## config.mk

```make
export PLATFORM = sky130hd
export DESIGN_NAME = ref_monitor_irq_enable
export DESIGN_NICKNAME = d
export VERILOG_FILES = /design/src/inc/ref_monitor_pkg.sv /design/src/design/ref_monitor_irq_enable.sv
export SDC_FILE = /design/constraint.sdc
export NUM_CORES = 1
export LEC_CHECK = 0
export ABC_AREA = 1
export BUFFER_PORTS_ARGS = -buffer_cell sky130_fd_sc_hd__buf_2
export CAP_MARGIN = 15
export CORE_ASPECT_RATIO = 0.5
export CORE_MARGIN = 3
export CORE_UTILIZATION = 50
export DETAILED_ROUTE_END_ITERATION = 7
export PLACE_DENSITY = 0.79
export SLEW_MARGIN = 0
export SYNTH_ARGS = -nofsm -noshare
export SYNTH_HDL_FRONTEND = slang
export SYNTH_SLANG_ARGS = --single-unit
```

## constraint.sdc

```tcl
create_clock -name clock -period 1.65 [get_ports clock]
set_input_delay 0.165 -clock clock [delete_from_list [all_inputs] [get_ports clock]]
set_output_delay 0.165 -clock clock [all_outputs]
set_load 0.05 [all_outputs]
```

## src/inc/ref_monitor_pkg.sv

```systemverilog
// Purpose: constants shared by the reference-monitor register and
//          interrupt-gating logic.
// Assumes: 16-bit register addresses, 8-bit register data.
// Notes:   the status bit layout matches the enable bit layout.
package ref_monitor_pkg;

    localparam int          NUM_REFS      = 2;
    localparam int          THRESH_W      = 17;
    localparam int          ADDR_W        = 16;
    localparam int          DATA_W        = 8;

    // smallest legal reference-missing threshold, in monitor periods
    localparam logic [16:0] THRESH_MIN    = 17'h00003;
    // default threshold after reset
    localparam logic [16:0] THRESH_RESET  = 17'h00003;

    // threshold register addresses, indexed by reference
    localparam logic [15:0] THR_TOP_ADDR [NUM_REFS] = '{16'h00B9, 16'h00BC};
    localparam logic [15:0] THR_MID_ADDR [NUM_REFS] = '{16'h00BA, 16'h00BD};
    localparam logic [15:0] THR_LOW_ADDR [NUM_REFS] = '{16'h00BB, 16'h00BE};

    localparam logic [15:0] IRQ_EN_ADDR   = 16'h00C7;
    localparam logic [15:0] IRQ_STAT_ADDR = 16'h0200;

    // bit positions in the enable and status registers
    localparam int          LOCK_LOSS_BIT = 6;
    localparam int          HOLDOVER_BIT  = 4;
    localparam int          REF_BIT_BASE  = 0;

    // bit 0 of a top threshold byte holds count bit 16; the middle and
    // low bytes start at these count bits
    localparam int          THR_TOP_BIT   = 0;
    localparam int          THR_MID_LSB   = 8;
    localparam int          THR_LOW_LSB   = 0;

    localparam logic [7:0]  READ_ZERO     = 8'h00;

endpackage : ref_monitor_pkg

```

## src/design/ref_monitor_irq_enable.sv

```systemverilog
// Purpose: reference-missing thresholds, alarm status flags and
//          interrupt enables behind the serial configuration port.
// Assumes: the serial port decoder presents one-cycle read and write
//          strobes with a 16-bit address and 8-bit data, and holds
//          the address steady while a strobe is high.
// Notes:   alarms are level or pulse inputs; any high cycle sets a flag.
//          A level alarm that stays high keeps its flag set through
//          every clear, so the host should remove the cause first.
//          Read data follows the strobe by one edge and then holds.
//
// Notes on behaviour
// - per reference, a 17-bit monitor-period count declares it missing
// - lock-loss enable, reset zero, gates lock-loss flag onto the interrupt
// - holdover enable, reset zero, gates the holdover flag onto the interrupt
// - per-reference enable, reset zero, gates that reference's missing flag
// - each alarm sets its sticky flag, which stays after the alarm ends
// - a flag clears only on reset or on a host write of one to its bit
`timescale 1ns/1ps
`default_nettype none

// register map seen through the strobe port
//   top byte of a threshold  : bit 0 is count bit 16, rest reserved
//   middle byte              : count bits 15..8
//   low byte                 : count bits 7..0
//   reference 0 bytes        : 0x00B9 top, 0x00BA middle, 0x00BB low
//   reference 1 bytes        : 0x00BC top, 0x00BD middle, 0x00BE low
//   interrupt enables 0x00C7 : bit 6 lock loss, bit 4 holdover,
//                              bits 1..0 one per reference
//   interrupt status  0x0200 : same bit layout, write one to clear
//   any other address reads zero and ignores writes
//   reserved bits read zero; the host must still write them as zero
//   thresholds below three are kept as written, never clamped

module ref_monitor_irq_enable
    import ref_monitor_pkg::*;
#(
    parameter logic [THRESH_W-1:0] THRESH_DEFAULT = THRESH_RESET
) (
    input  wire logic                clock,
    input  wire logic                sys_rst,
    input  wire logic [ADDR_W-1:0]   reg_addr,
    input  wire logic                reg_wr,
    input  wire logic [DATA_W-1:0]   reg_wdata,
    input  wire logic                reg_rd,
    output logic      [DATA_W-1:0]   reg_rdata,
    input  wire logic                lock_loss_alarm,
    input  wire logic                holdover_alarm,
    input  wire logic [NUM_REFS-1:0] ref_missing_alarm,
    output logic      [THRESH_W-1:0] ref0_missing_threshold,
    output logic      [THRESH_W-1:0] ref1_missing_threshold,
    output logic                     irq_out_n
);

    // the whole block state; one copy is built each cycle and the
    // other registered, so no field can be updated from two places
    typedef struct packed {
        // programmed thresholds, one 17-bit count per reference
        logic [NUM_REFS-1:0][THRESH_W-1:0] threshold;
        // interrupt enables
        logic                              lock_loss_irq_enable;
        logic                              holdover_irq_enable;
        logic [NUM_REFS-1:0]               ref_missing_irq_enable;
        // sticky status flags
        logic                              lock_loss_flag;
        logic                              holdover_flag;
        logic [NUM_REFS-1:0]               ref_missing_flag;
        // registered read data and interrupt level
        logic [DATA_W-1:0]                 rdata;
        logic                              irq_active;
    } state_s;

    // current and next copy of the state
    state_s state_reg;
    state_s state_next;

    // next-state logic: one decode feeds both the write and the read
    // paths, so a byte can never be written at one address and read
    // back from another; every field of the struct is settled here
    always_comb begin
        logic [NUM_REFS-1:0] top_sel;
        logic [NUM_REFS-1:0] mid_sel;
        logic [NUM_REFS-1:0] low_sel;
        logic                en_sel;
        logic                stat_sel;
        logic [DATA_W-1:0]   stat_clr;
        logic [DATA_W-1:0]   rd_val;
        top_sel    = '0;
        mid_sel    = '0;
        low_sel    = '0;
        en_sel     = 1'b0;
        stat_sel   = 1'b0;
        stat_clr   = '0;
        rd_val     = READ_ZERO;
        state_next = state_reg;

        // address decode per reference and for the two shared registers
        for (int i = 0; i < NUM_REFS; i++) begin
            top_sel[i] = (reg_addr == THR_TOP_ADDR[i]);
            mid_sel[i] = (reg_addr == THR_MID_ADDR[i]);
            low_sel[i] = (reg_addr == THR_LOW_ADDR[i]);
        end
        en_sel   = (reg_addr == IRQ_EN_ADDR);
        stat_sel = (reg_addr == IRQ_STAT_ADDR);

        // write-one-to-clear mask; zeros leave their flags alone, and
        // nothing but a write to the status address may clear a flag
        if (reg_wr && stat_sel) begin
            stat_clr = reg_wdata;
        end

        // threshold bytes per reference; only bit 0 of the top byte is
        // kept. bytes land one at a time with no shadow copy, so a monitor
        // counting meanwhile may see a half-written value; program the
        // thresholds while the reference is not being judged
        for (int i = 0; i < NUM_REFS; i++) begin
            if (reg_wr && top_sel[i]) begin
                state_next.threshold[i][THRESH_W-1] =
                    reg_wdata[THR_TOP_BIT];
            end
            if (reg_wr && mid_sel[i]) begin
                state_next.threshold[i][THR_MID_LSB +: DATA_W] =
                    reg_wdata;
            end
            if (reg_wr && low_sel[i]) begin
                state_next.threshold[i][THR_LOW_LSB +: DATA_W] =
                    reg_wdata;
            end
        end

        // threshold read-back; reserved bits of the top byte read zero
        for (int i = 0; i < NUM_REFS; i++) begin
            if (top_sel[i]) begin
                rd_val[THR_TOP_BIT] = state_reg.threshold[i][THRESH_W-1];
            end
            if (mid_sel[i]) begin
                rd_val = state_reg.threshold[i][THR_MID_LSB +: DATA_W];
            end
            if (low_sel[i]) begin
                rd_val = state_reg.threshold[i][THR_LOW_LSB +: DATA_W];
            end
        end

        // a threshold below the legal minimum is kept as written: the
        // host owns that limit, and clamping here would hide its mistake

        // enable register; reserved bits are dropped on write and read
        // back as zero, which is one of the values the host may expect
        if (reg_wr && en_sel) begin
            state_next.lock_loss_irq_enable = reg_wdata[LOCK_LOSS_BIT];
            state_next.holdover_irq_enable  = reg_wdata[HOLDOVER_BIT];
            state_next.ref_missing_irq_enable =
                reg_wdata[REF_BIT_BASE +: NUM_REFS];
        end
        if (en_sel) begin
            rd_val[LOCK_LOSS_BIT] = state_reg.lock_loss_irq_enable;
            rd_val[HOLDOVER_BIT]  = state_reg.holdover_irq_enable;
            rd_val[REF_BIT_BASE +: NUM_REFS] =
                state_reg.ref_missing_irq_enable;
        end

        // sticky flags: a write of one clears, an alarm sets, and when
        // both land in one cycle the alarm wins so no event is lost
        state_next.lock_loss_flag =
            (state_reg.lock_loss_flag & ~stat_clr[LOCK_LOSS_BIT])
            | lock_loss_alarm;
        state_next.holdover_flag =
            (state_reg.holdover_flag & ~stat_clr[HOLDOVER_BIT])
            | holdover_alarm;
        state_next.ref_missing_flag =
            (state_reg.ref_missing_flag
             & ~stat_clr[REF_BIT_BASE +: NUM_REFS])
            | ref_missing_alarm;

        // status read-back shows the flags before this cycle's update, so
        // a read that meets a clear still reports what was pending
        if (stat_sel) begin
            rd_val[LOCK_LOSS_BIT] = state_reg.lock_loss_flag;
            rd_val[HOLDOVER_BIT]  = state_reg.holdover_flag;
            rd_val[REF_BIT_BASE +: NUM_REFS] = state_reg.ref_missing_flag;
        end

        // read data captured on the read strobe and held until the next
        // one, so the host may sample it late without it changing
        if (reg_rd) begin
            state_next.rdata = rd_val;
        end

        // gate each flag by its enable; built from the next state so the
        // interrupt pin moves on the same edge as the flag or enable
        // that causes it, never a cycle behind
        state_next.irq_active =
            (state_next.lock_loss_flag & state_next.lock_loss_irq_enable)
            | (state_next.holdover_flag & state_next.holdover_irq_enable)
            | (|(state_next.ref_missing_flag
                 & state_next.ref_missing_irq_enable));
    end

    // state register with synchronous reset; enables and flags clear,
    // so the interrupt pin comes out of reset released
    always_ff @(posedge clock) begin
        if (sys_rst) begin
            state_reg <= '0;
            for (int i = 0; i < NUM_REFS; i++) begin
                state_reg.threshold[i] <= THRESH_DEFAULT;
            end
        end else begin
            state_reg <= state_next;
        end
    end

    // outputs straight from flops, so the pins never glitch while the
    // address bus settles
    assign reg_rdata              = state_reg.rdata;
    assign ref0_missing_threshold = state_reg.threshold[0];
    assign ref1_missing_threshold = state_reg.threshold[1];
    assign irq_out_n              = ~state_reg.irq_active;

endmodule : ref_monitor_irq_enable

`default_nettype wire

```

==> results of run 1 <==
## routing by layer
metal  part of all wire, %  up-vias  GRT usage [%]
li1                      -     1367              -
met1                    43     1174          30.17
met2                    45      129          35.94
met3                    11        6          5.865
met4                  0.80        0          4.966
met5                     0        -              0
## Yosys cell counts
cell type,n,area share (%)
clkinv_1,1,0.13
and2_1,1,0.22
o2111ai_1,1,0.30
a31oi_1,1,0.22
nand3_1,28,4.9
nor2_8,1,0.69
inv_1,36,4.7
nand3b_1,1,0.26
nor4_4,1,0.74
a21oi_1,35,6.1
nor3_1,2,0.35
o211ai_1,2,0.52
or2_4,1,0.30
nor2_2,4,0.87
buf_4,44,11
buf_2,1,0.17
o211ai_2,1,0.43
a21oi_2,2,0.61
buf_6,3,1.2
a41oi_1,2,0.61
nor3_2,2,0.69
nand2_2,4,0.87
o21ai_1,7,1.2
nand3_2,2,0.69
o21ai_2,3,0.91
nor2_4,4,1.6
o21ai_0,17,3.0
nand2_4,2,0.78
a21boi_0,1,0.26
dfxtp_1,51,35
nor2_1,32,4.2
clkbuf_1,6,0.78
nand4_1,5,1.1
nand2_1,93,12
nor4_1,3,0.65
and3_4,1,0.39
inv_2,6,0.78
## final timing paths
path	cells past startpoint	endpoint	slack [ps]	from
max	9	ref0_missing_threshold[10]$_SDFFE_PP0P_	230	reg_addr[1]
min	3	state_reg[10]$_SDFF_PP0_	130	ref_missing_alarm[1]
max reg2reg	6	reg_rdata[6]$_SDFFE_PP0P_	530	ref0_missing_threshold[6]$_SDFFE_PP0P_
min reg2reg	2	reg_rdata[4]$_SDFFE_PP0P_	460	reg_rdata[4]$_SDFFE_PP0P_
## area by class of cell
class | instances | share of cell area [%]
Clock inverter | 3 | 1.419
Clock buffer | 5 | 3.834
Timing Repair Buffer | 93 | 15.72
Multi-Input combinational cell | 259 | 40.11
Inverter | 43 | 4.946
Tap cell | 70 | 2.684
Sequential cell | 51 | 31.29
## power groups by stage
stage               registers (uW)  logic [uW]  clock network (uW)
finish                        1240         200                1190
global route                  1240         221                1270
CTS                           1240         198                1200
detailed placement            1270         197                   0
global placement              1270         195                   0
floorplan                     1270        99.2                   0
## worst max-delay path: cells and delay by family
kind	cells	cell delay, ps
buffers and inverters	2	150
AO/OA/AOI/OAI	1	70
AND/OR/NAND/NOR	6	1190
## logic make-up (layout without fill, tap and decap cells)
| family | Yosys count | count (layout) | synth area share [%] |
|---|---|---|---|
| simple gates | 187 | 187 | 31.29 |
| buf+inv | 97 | 144 | 19.18 |
| flops | 51 | 51 | 35.42 |
| compound gates | 72 | 72 | 14.11 |
## through the flow
stage                     instance area (um2)  std cells  utilization [%]  hold slack (ps)
final                                    3263        524            62.45            133.3
after global routing                     3263        524            62.45            148.6
after CTS                                3263        524            62.45            133.0
after detailed placement                 3092        516            59.17            431.0
after global placement                   3092        516            59.17            432.7
after floorplan                          2883        407                -            291.3
==> impl_results.md, run 1 <==
* Status: completed
* Pre-CTS WS at -15.89 ps
* Residual DRC at 0
* Core area at 5225 um2
* Total track usage at 22.20%
* Synthesized flop and latch total at 51
* HP Class: in -> reg
* Slowest cell on the critical path: and2_1
* CTS Sinks at 51
* Worst EP arrival at 1580 ps
* P_sw at 608.0 uW
* Post-Syn Nets at 439
* Worst Tran Pin Value at 426.2 ps
* Yosys Warn Count at 0
* CTS resizes at 0
* Period utilisation layout at 85.97%
* Commonest non-fill, non-tap cells in the layout: nand2_1, buf_2, dfxtp_1
* Pleak at 0.001510 uW
* Clock Tree Buf Depth at 2
* Peak Freq at 0.7050 GHz
* Clock latency on the worst-skew pair at 290 ps
* Effective utilization at floorplan at 55.17%
* Die Y at 59.69 um
* Seq pwr share at 47.1%
* Clock skew at 5.760 ps
* H-Tree Depth at 2
* Max-cap violations at 0
* Total grt overflow at 0
* Post-route ant nets at 0
* Power share of the combinational group at 7.6%
* CP max FO at 11
* First-pass GRT wire length at 11680 um
* Synthesized area at 2883 um2
* Mean Syn Cell Area at 7.083 um2
* Slew margin rel. at 71.32%
* Placer Congestion at 0.8576
* Root Driver: clkbuf_16
* Syn Inst Count at 407
* Worst Path Required at 1810 ps
* PnR worst setup slack at 231.5 ps
* # hold bufs at CTS at 0
* Top cell by count, worst path: nand2_1
* Power per Cell Area at 808.4 nW/um2
* Fin nets at 485
* Sequential area share after synthesis at 35.42%
* Worst IR Drop VDD at 0.0004884 V
* Power Total at 2638 uW
* Antenna cells at 0
* Share of cells above drive strength 1 at 29.74%
* Post-CTS Setup Repair Bufs at 0
* Startpoint Class: primary input
* # IOs at 75
* Via/cell ratio at 5.107
* Minimum clock period at 1418 ps
* TritonCTS buffer count at 5
* Largest net degree at the start of global routing at 33
* Unrepaired setup endpoints after global routing: false
* Area grow syn2layout at 13.19%
* Commonest non-fill, non-tap cell in the layout: nand2_1
* Vias at 2676
* Worst Setup End Kind: flip-flop
* Switching part of the total at 23.05%
* Final hold violations at 0
* Register area at 1021 um2
* Final setup vio count at 0
* CP Class: in -> reg
* Antenna violations before repair at 0
* Layout fillers at 498
* Post-synthesis cell type count at 37
* TNS Setup at 0 ps
* Wire per inst at 14.11 um
* Reg clk slew, reported paths at 70 ps
* PortBufs at 74
* Initial DRC Count at 241
* CTS tree: built
* Internal at 2030 uW
* Vias in the first global route at 2376
* Clock power share at 45.3%
* Detailed Place HPWL at 5511 um
* Max-slew violations at 0
* Std cell rows at 18
* Area of the multi-input gates at 1309 um2
* Drt pass-1 iters at 5
* CP peak stage delay at 400 ps
* CP Cell Sequence: buf_2 > inv_1 > nor2_1 > nand2_1 > nor2_1 > and2_1 > nand2_1 > nand2_1 > a21oi_1
* Die area at 6768 um2
* Die X at 113.4 um
* Post-Route WL at 7392 um
Note: power is estimated with default switching activity, not from simulation.
==> inputs of run 2 (changes only) <==
--- a/config.mk
+++ b/config.mk
@@ -5,11 +5,10 @@
 export SDC_FILE = /design/constraint.sdc
 export NUM_CORES = 1
 export LEC_CHECK = 0
-export ABC_AREA = 1
 export BUFFER_PORTS_ARGS = -buffer_cell sky130_fd_sc_hd__buf_2
 export CAP_MARGIN = 15
 export CORE_ASPECT_RATIO = 0.5
-export CORE_MARGIN = 3
+export CORE_MARGIN = 2
 export CORE_UTILIZATION = 50
 export DETAILED_ROUTE_END_ITERATION = 7
 export PLACE_DENSITY = 0.79
==> impl_results.md, run 2 <==
* Status: completed
* RR Endpoint: reg_rdata[0]$_SDFFE_PP0P_
* Max-cap violations at 0 (unchanged)
* Post-Syn Nets at 374 (-15%)
* Synthesized area at 2884 um2 (about the same)
* Worst Tran Pin Value at 427.5 ps (+1.293 ps)
* Worst r2r src: ref0_missing_threshold[8]$_SDFFE_PP0P_
* Worst Setup End Kind: flip-flop
* Startpoint Class: primary input
* Die area at 6429 um2 (-5.0%)
* First-pass GRT wire length at 13070 um (+12%)
* Final hold violations at 0 (unchanged)
* Std cell rows at 19 (+1)
* Worst EP arrival at 1840 ps (+260 ps)
* CP Cell Sequence: buf_6 > or4_4 > nor4_4 > buf_4 > buf_4 > nand3_1 > o2bb2ai_1 > a311oi_1
* Yosys top cell area share at 35.40% (about the same)
* Antenna cells at 0 (unchanged)
* Switching part of the total at 24.90% (+1.9 points)
* Post-synthesis cell type count at 50 (+35%)
* Die Y at 57.71 um (-3.3%)
* Die X at 111.4 um (-1.7%)
* Dominant synthesized flop cell: dfxtp_1
* Via/cell ratio at 5.986 (+17%)
* Commonest non-fill, non-tap cells in the layout: buf_2, dfxtp_1, buf_4
* Antenna violations before repair at 0 (unchanged)
* Worst IR Drop VDD at 0.0005042 V (+3.2%)
* Post-Route WL at 8488 um (+15%)
* Largest net degree at the start of global routing at 42 (+27%)
* Drt pass-1 iters at 5 (unchanged)
* Root Driver: clkbuf_16
* Buf/Inv on CP at 3 (+1)
* CTS tree: built
* Levels on crit path at 8 (-1)
* CP peak stage delay at 580 ps (+180 ps)
* Synth async-reset ratio at 0% (unchanged)
* HP Start: lock_loss_alarm
* PortBufs at 74 (unchanged)
* Placer Congestion at 0.9962 (+16%)
* Clock latency on the worst-skew pair at 290 ps (about the same)
* Synthesized flop and latch total at 51 (unchanged)
* Sequential area share after synthesis at 35.40% (about the same)
* Clock Tree Buf Depth at 2 (unchanged)
* Peak Freq at 0.6066 GHz (-14%)
* Wire per inst at 17.43 um (+24%)
* Worst R2R Path Depth at 5 (-1)
* Post-route ant nets at 0 (unchanged)
* P_sw at 635.1 uW (+4.5%)
* Share of cells above drive strength 1 at 37.20% (+7.5 points)
* HP Class: in -> reg
* Effective utilization at floorplan at 52.29% (-2.9 points)
* Internal at 1915 uW (-5.6%)
* Reg2reg setup slack at 100 ps (-430 ps)
* # IOs at 75 (unchanged)
* Top delay family on crit path: simple AND/OR/NAND/NOR gates
* Hold Slack at 107.2 ps (-26.12 ps)
* CP Class: in -> reg
* H-Tree Depth at 2 (unchanged)
* Slew margin rel. at 71.50% (+0.18 points)
* Mean Syn Cell Area at 8.433 um2 (+19%)
* EDFF count, synth at 0 (unchanged)
* Power per Cell Area at 721.1 nW/um2 (-11%)
* Pleak at 0.001608 uW (+6.5%)
* Max-slew violations at 0 (unchanged)
* Top cell by count, worst path: buf_4
* Power share of the combinational group at 11.0% (+3.4 points)
* TritonCTS buffer count at 5 (unchanged)
* # hold bufs at CTS at 0 (unchanged)
* Total track usage at 25.24% (+3.0 points)
* Reg clk slew, reported paths at 70 ps (about the same)
* CTS Sinks at 51 (unchanged)
* Vias in the first global route at 2726 (+15%)
* Commonest non-fill, non-tap cell in the layout: buf_2
* Most instantiated cells after synthesis: dfxtp_1, nor2_1, buf_4
* Residual DRC at 0 (unchanged)
* Clock power share at 39.8% (-5.5 points)
* Period utilisation layout at 99.92% (+14 points)
* Synth top area cells: dfxtp_1, buf_4, mux2i_1
* Clock skew at 2.873 ps (-2.887 ps)
* Total grt overflow at 0 (unchanged)
* Slowest cell on the critical path: or4_4
* Leading area contributor after synthesis: dfxtp_1
* Unrepaired setup endpoints after global routing: true
* Syn Inst Count at 342 (-16%)
* Detailed Place HPWL at 6128 um (+11%)
* Worst Hold Path Cells at 3 (unchanged)
* Initial DRC Count at 216 (-10%)
* Count leader, synth: dfxtp_1
* Area grow syn2layout at 22.65%
* Final Util at 64.13% (+1.7 points)
* CP max FO at 5 (-6)
* Seq pwr share at 49.2% (+2.1 points)
* Vias at 2915 (+8.9%)
* Minimum clock period at 1649 ps (+230.2 ps)
* Fin nets at 445 (-8.2%)
* Final setup vio count at 0 (unchanged)
* Hold Path End: state_reg[12]$_SDFF_PP0_
* Core area at 5515 um2 (+5.6%)
* Yosys Warn Count at 0 (unchanged)
* Worst Path Required at 1840 ps (+30 ps)
## run 2: cell types whose count changed after synthesis, sizes merged, moves of 4 or more
cell and change:
nor2 +6, nor4 +4, o21ai -17, and3 +5, mux2i +31, nor3 +9
inv -37, a31o +6, a311oi +5, a21oi -29, a31oi +4, nand2 -78
## run 2: per-layer routing
layer	global-route usage, %	part of all wire (%)
met3	4.916	7.6
met2	43.38	48
met5	0	0
met4	8.113	1.4
met1	32.88	43
## run 2: logic make-up after synthesis
logic type      after synthesis  share of synthesized area [%]
flops                        51                          35.40
simple gates                148                          27.03
mux                          31                          10.76
buf+inv                      64                          14.92
compound gates               48                          11.89
## run 2: how the worst max path moves through the flow
stage                                                 from                                endpoint
detailed placement                            reg_addr[11]               reg_rdata[0]$_SDFFE_PP0P_
global placement                              reg_addr[14]               reg_rdata[0]$_SDFFE_PP0P_
floorplan                                     reg_addr[14]  ref0_missing_threshold[0]$_SDFFE_PP1P_
finish                                        reg_addr[14]               reg_rdata[3]$_SDFFE_PP0P_
global route                                  reg_addr[14]               reg_rdata[5]$_SDFFE_PP0P_
CTS                 ref0_missing_threshold[8]$_SDFFE_PP0P_               reg_rdata[0]$_SDFFE_PP0P_
## run 2: power groups by stage
stage               clock network [uW]  logic (uW)  registers, uW
floorplan                            0         139           1280
global placement                     0         254           1280
global route                      1060         300           1260
finish                            1020         281           1250
CTS                               1010         268           1250
detailed placement                   0         263           1280
## run 2: tightest hold or removal path, delay by kind of cell
| family | cells | cell delay [ps] |
|---|---|---|
| AND/OR/NAND/NOR | 2 | 110 |
| buffers and inverters | 1 | 90 |
## run 2: layout make-up
cell class                      count  area, um2
Clock inverter                      2      12.51
Tap cell                           73      91.34
Sequential cell                    51       1021
Fill cell                         443       1978
Inverter                            5      18.77
Timing Repair Buffer              123      758.2
Multi-Input combinational cell    227       1506
Clock buffer                        6      128.9
## run 2: timing repair
action | in CTS | in global routing
pin swaps | 1 | 4
setup endpoints to repair | 5 | 10
gates resized for setup | 4 | 14
buffers inserted | 0 | 1
## run 2: through the flow
step / cell area [um2] / TNS [ps] / total power (uW) / instances / setup slack (ps)
after floorplan: 2895 / -2349 / 1418 / 342 / -166.2
after global placement: 3306 / -5720 / 1535 / 478 / -291.1
after detailed placement: 3306 / -7384 / 1544 / 478 / -389.8
after CTS: 3473 / 0 / 2531 / 486 / 13.52
after global routing: 3537 / -197.2 / 2612 / 487 / -57.31
final: 3537 / 0 / 2551 / 487 / 1.373
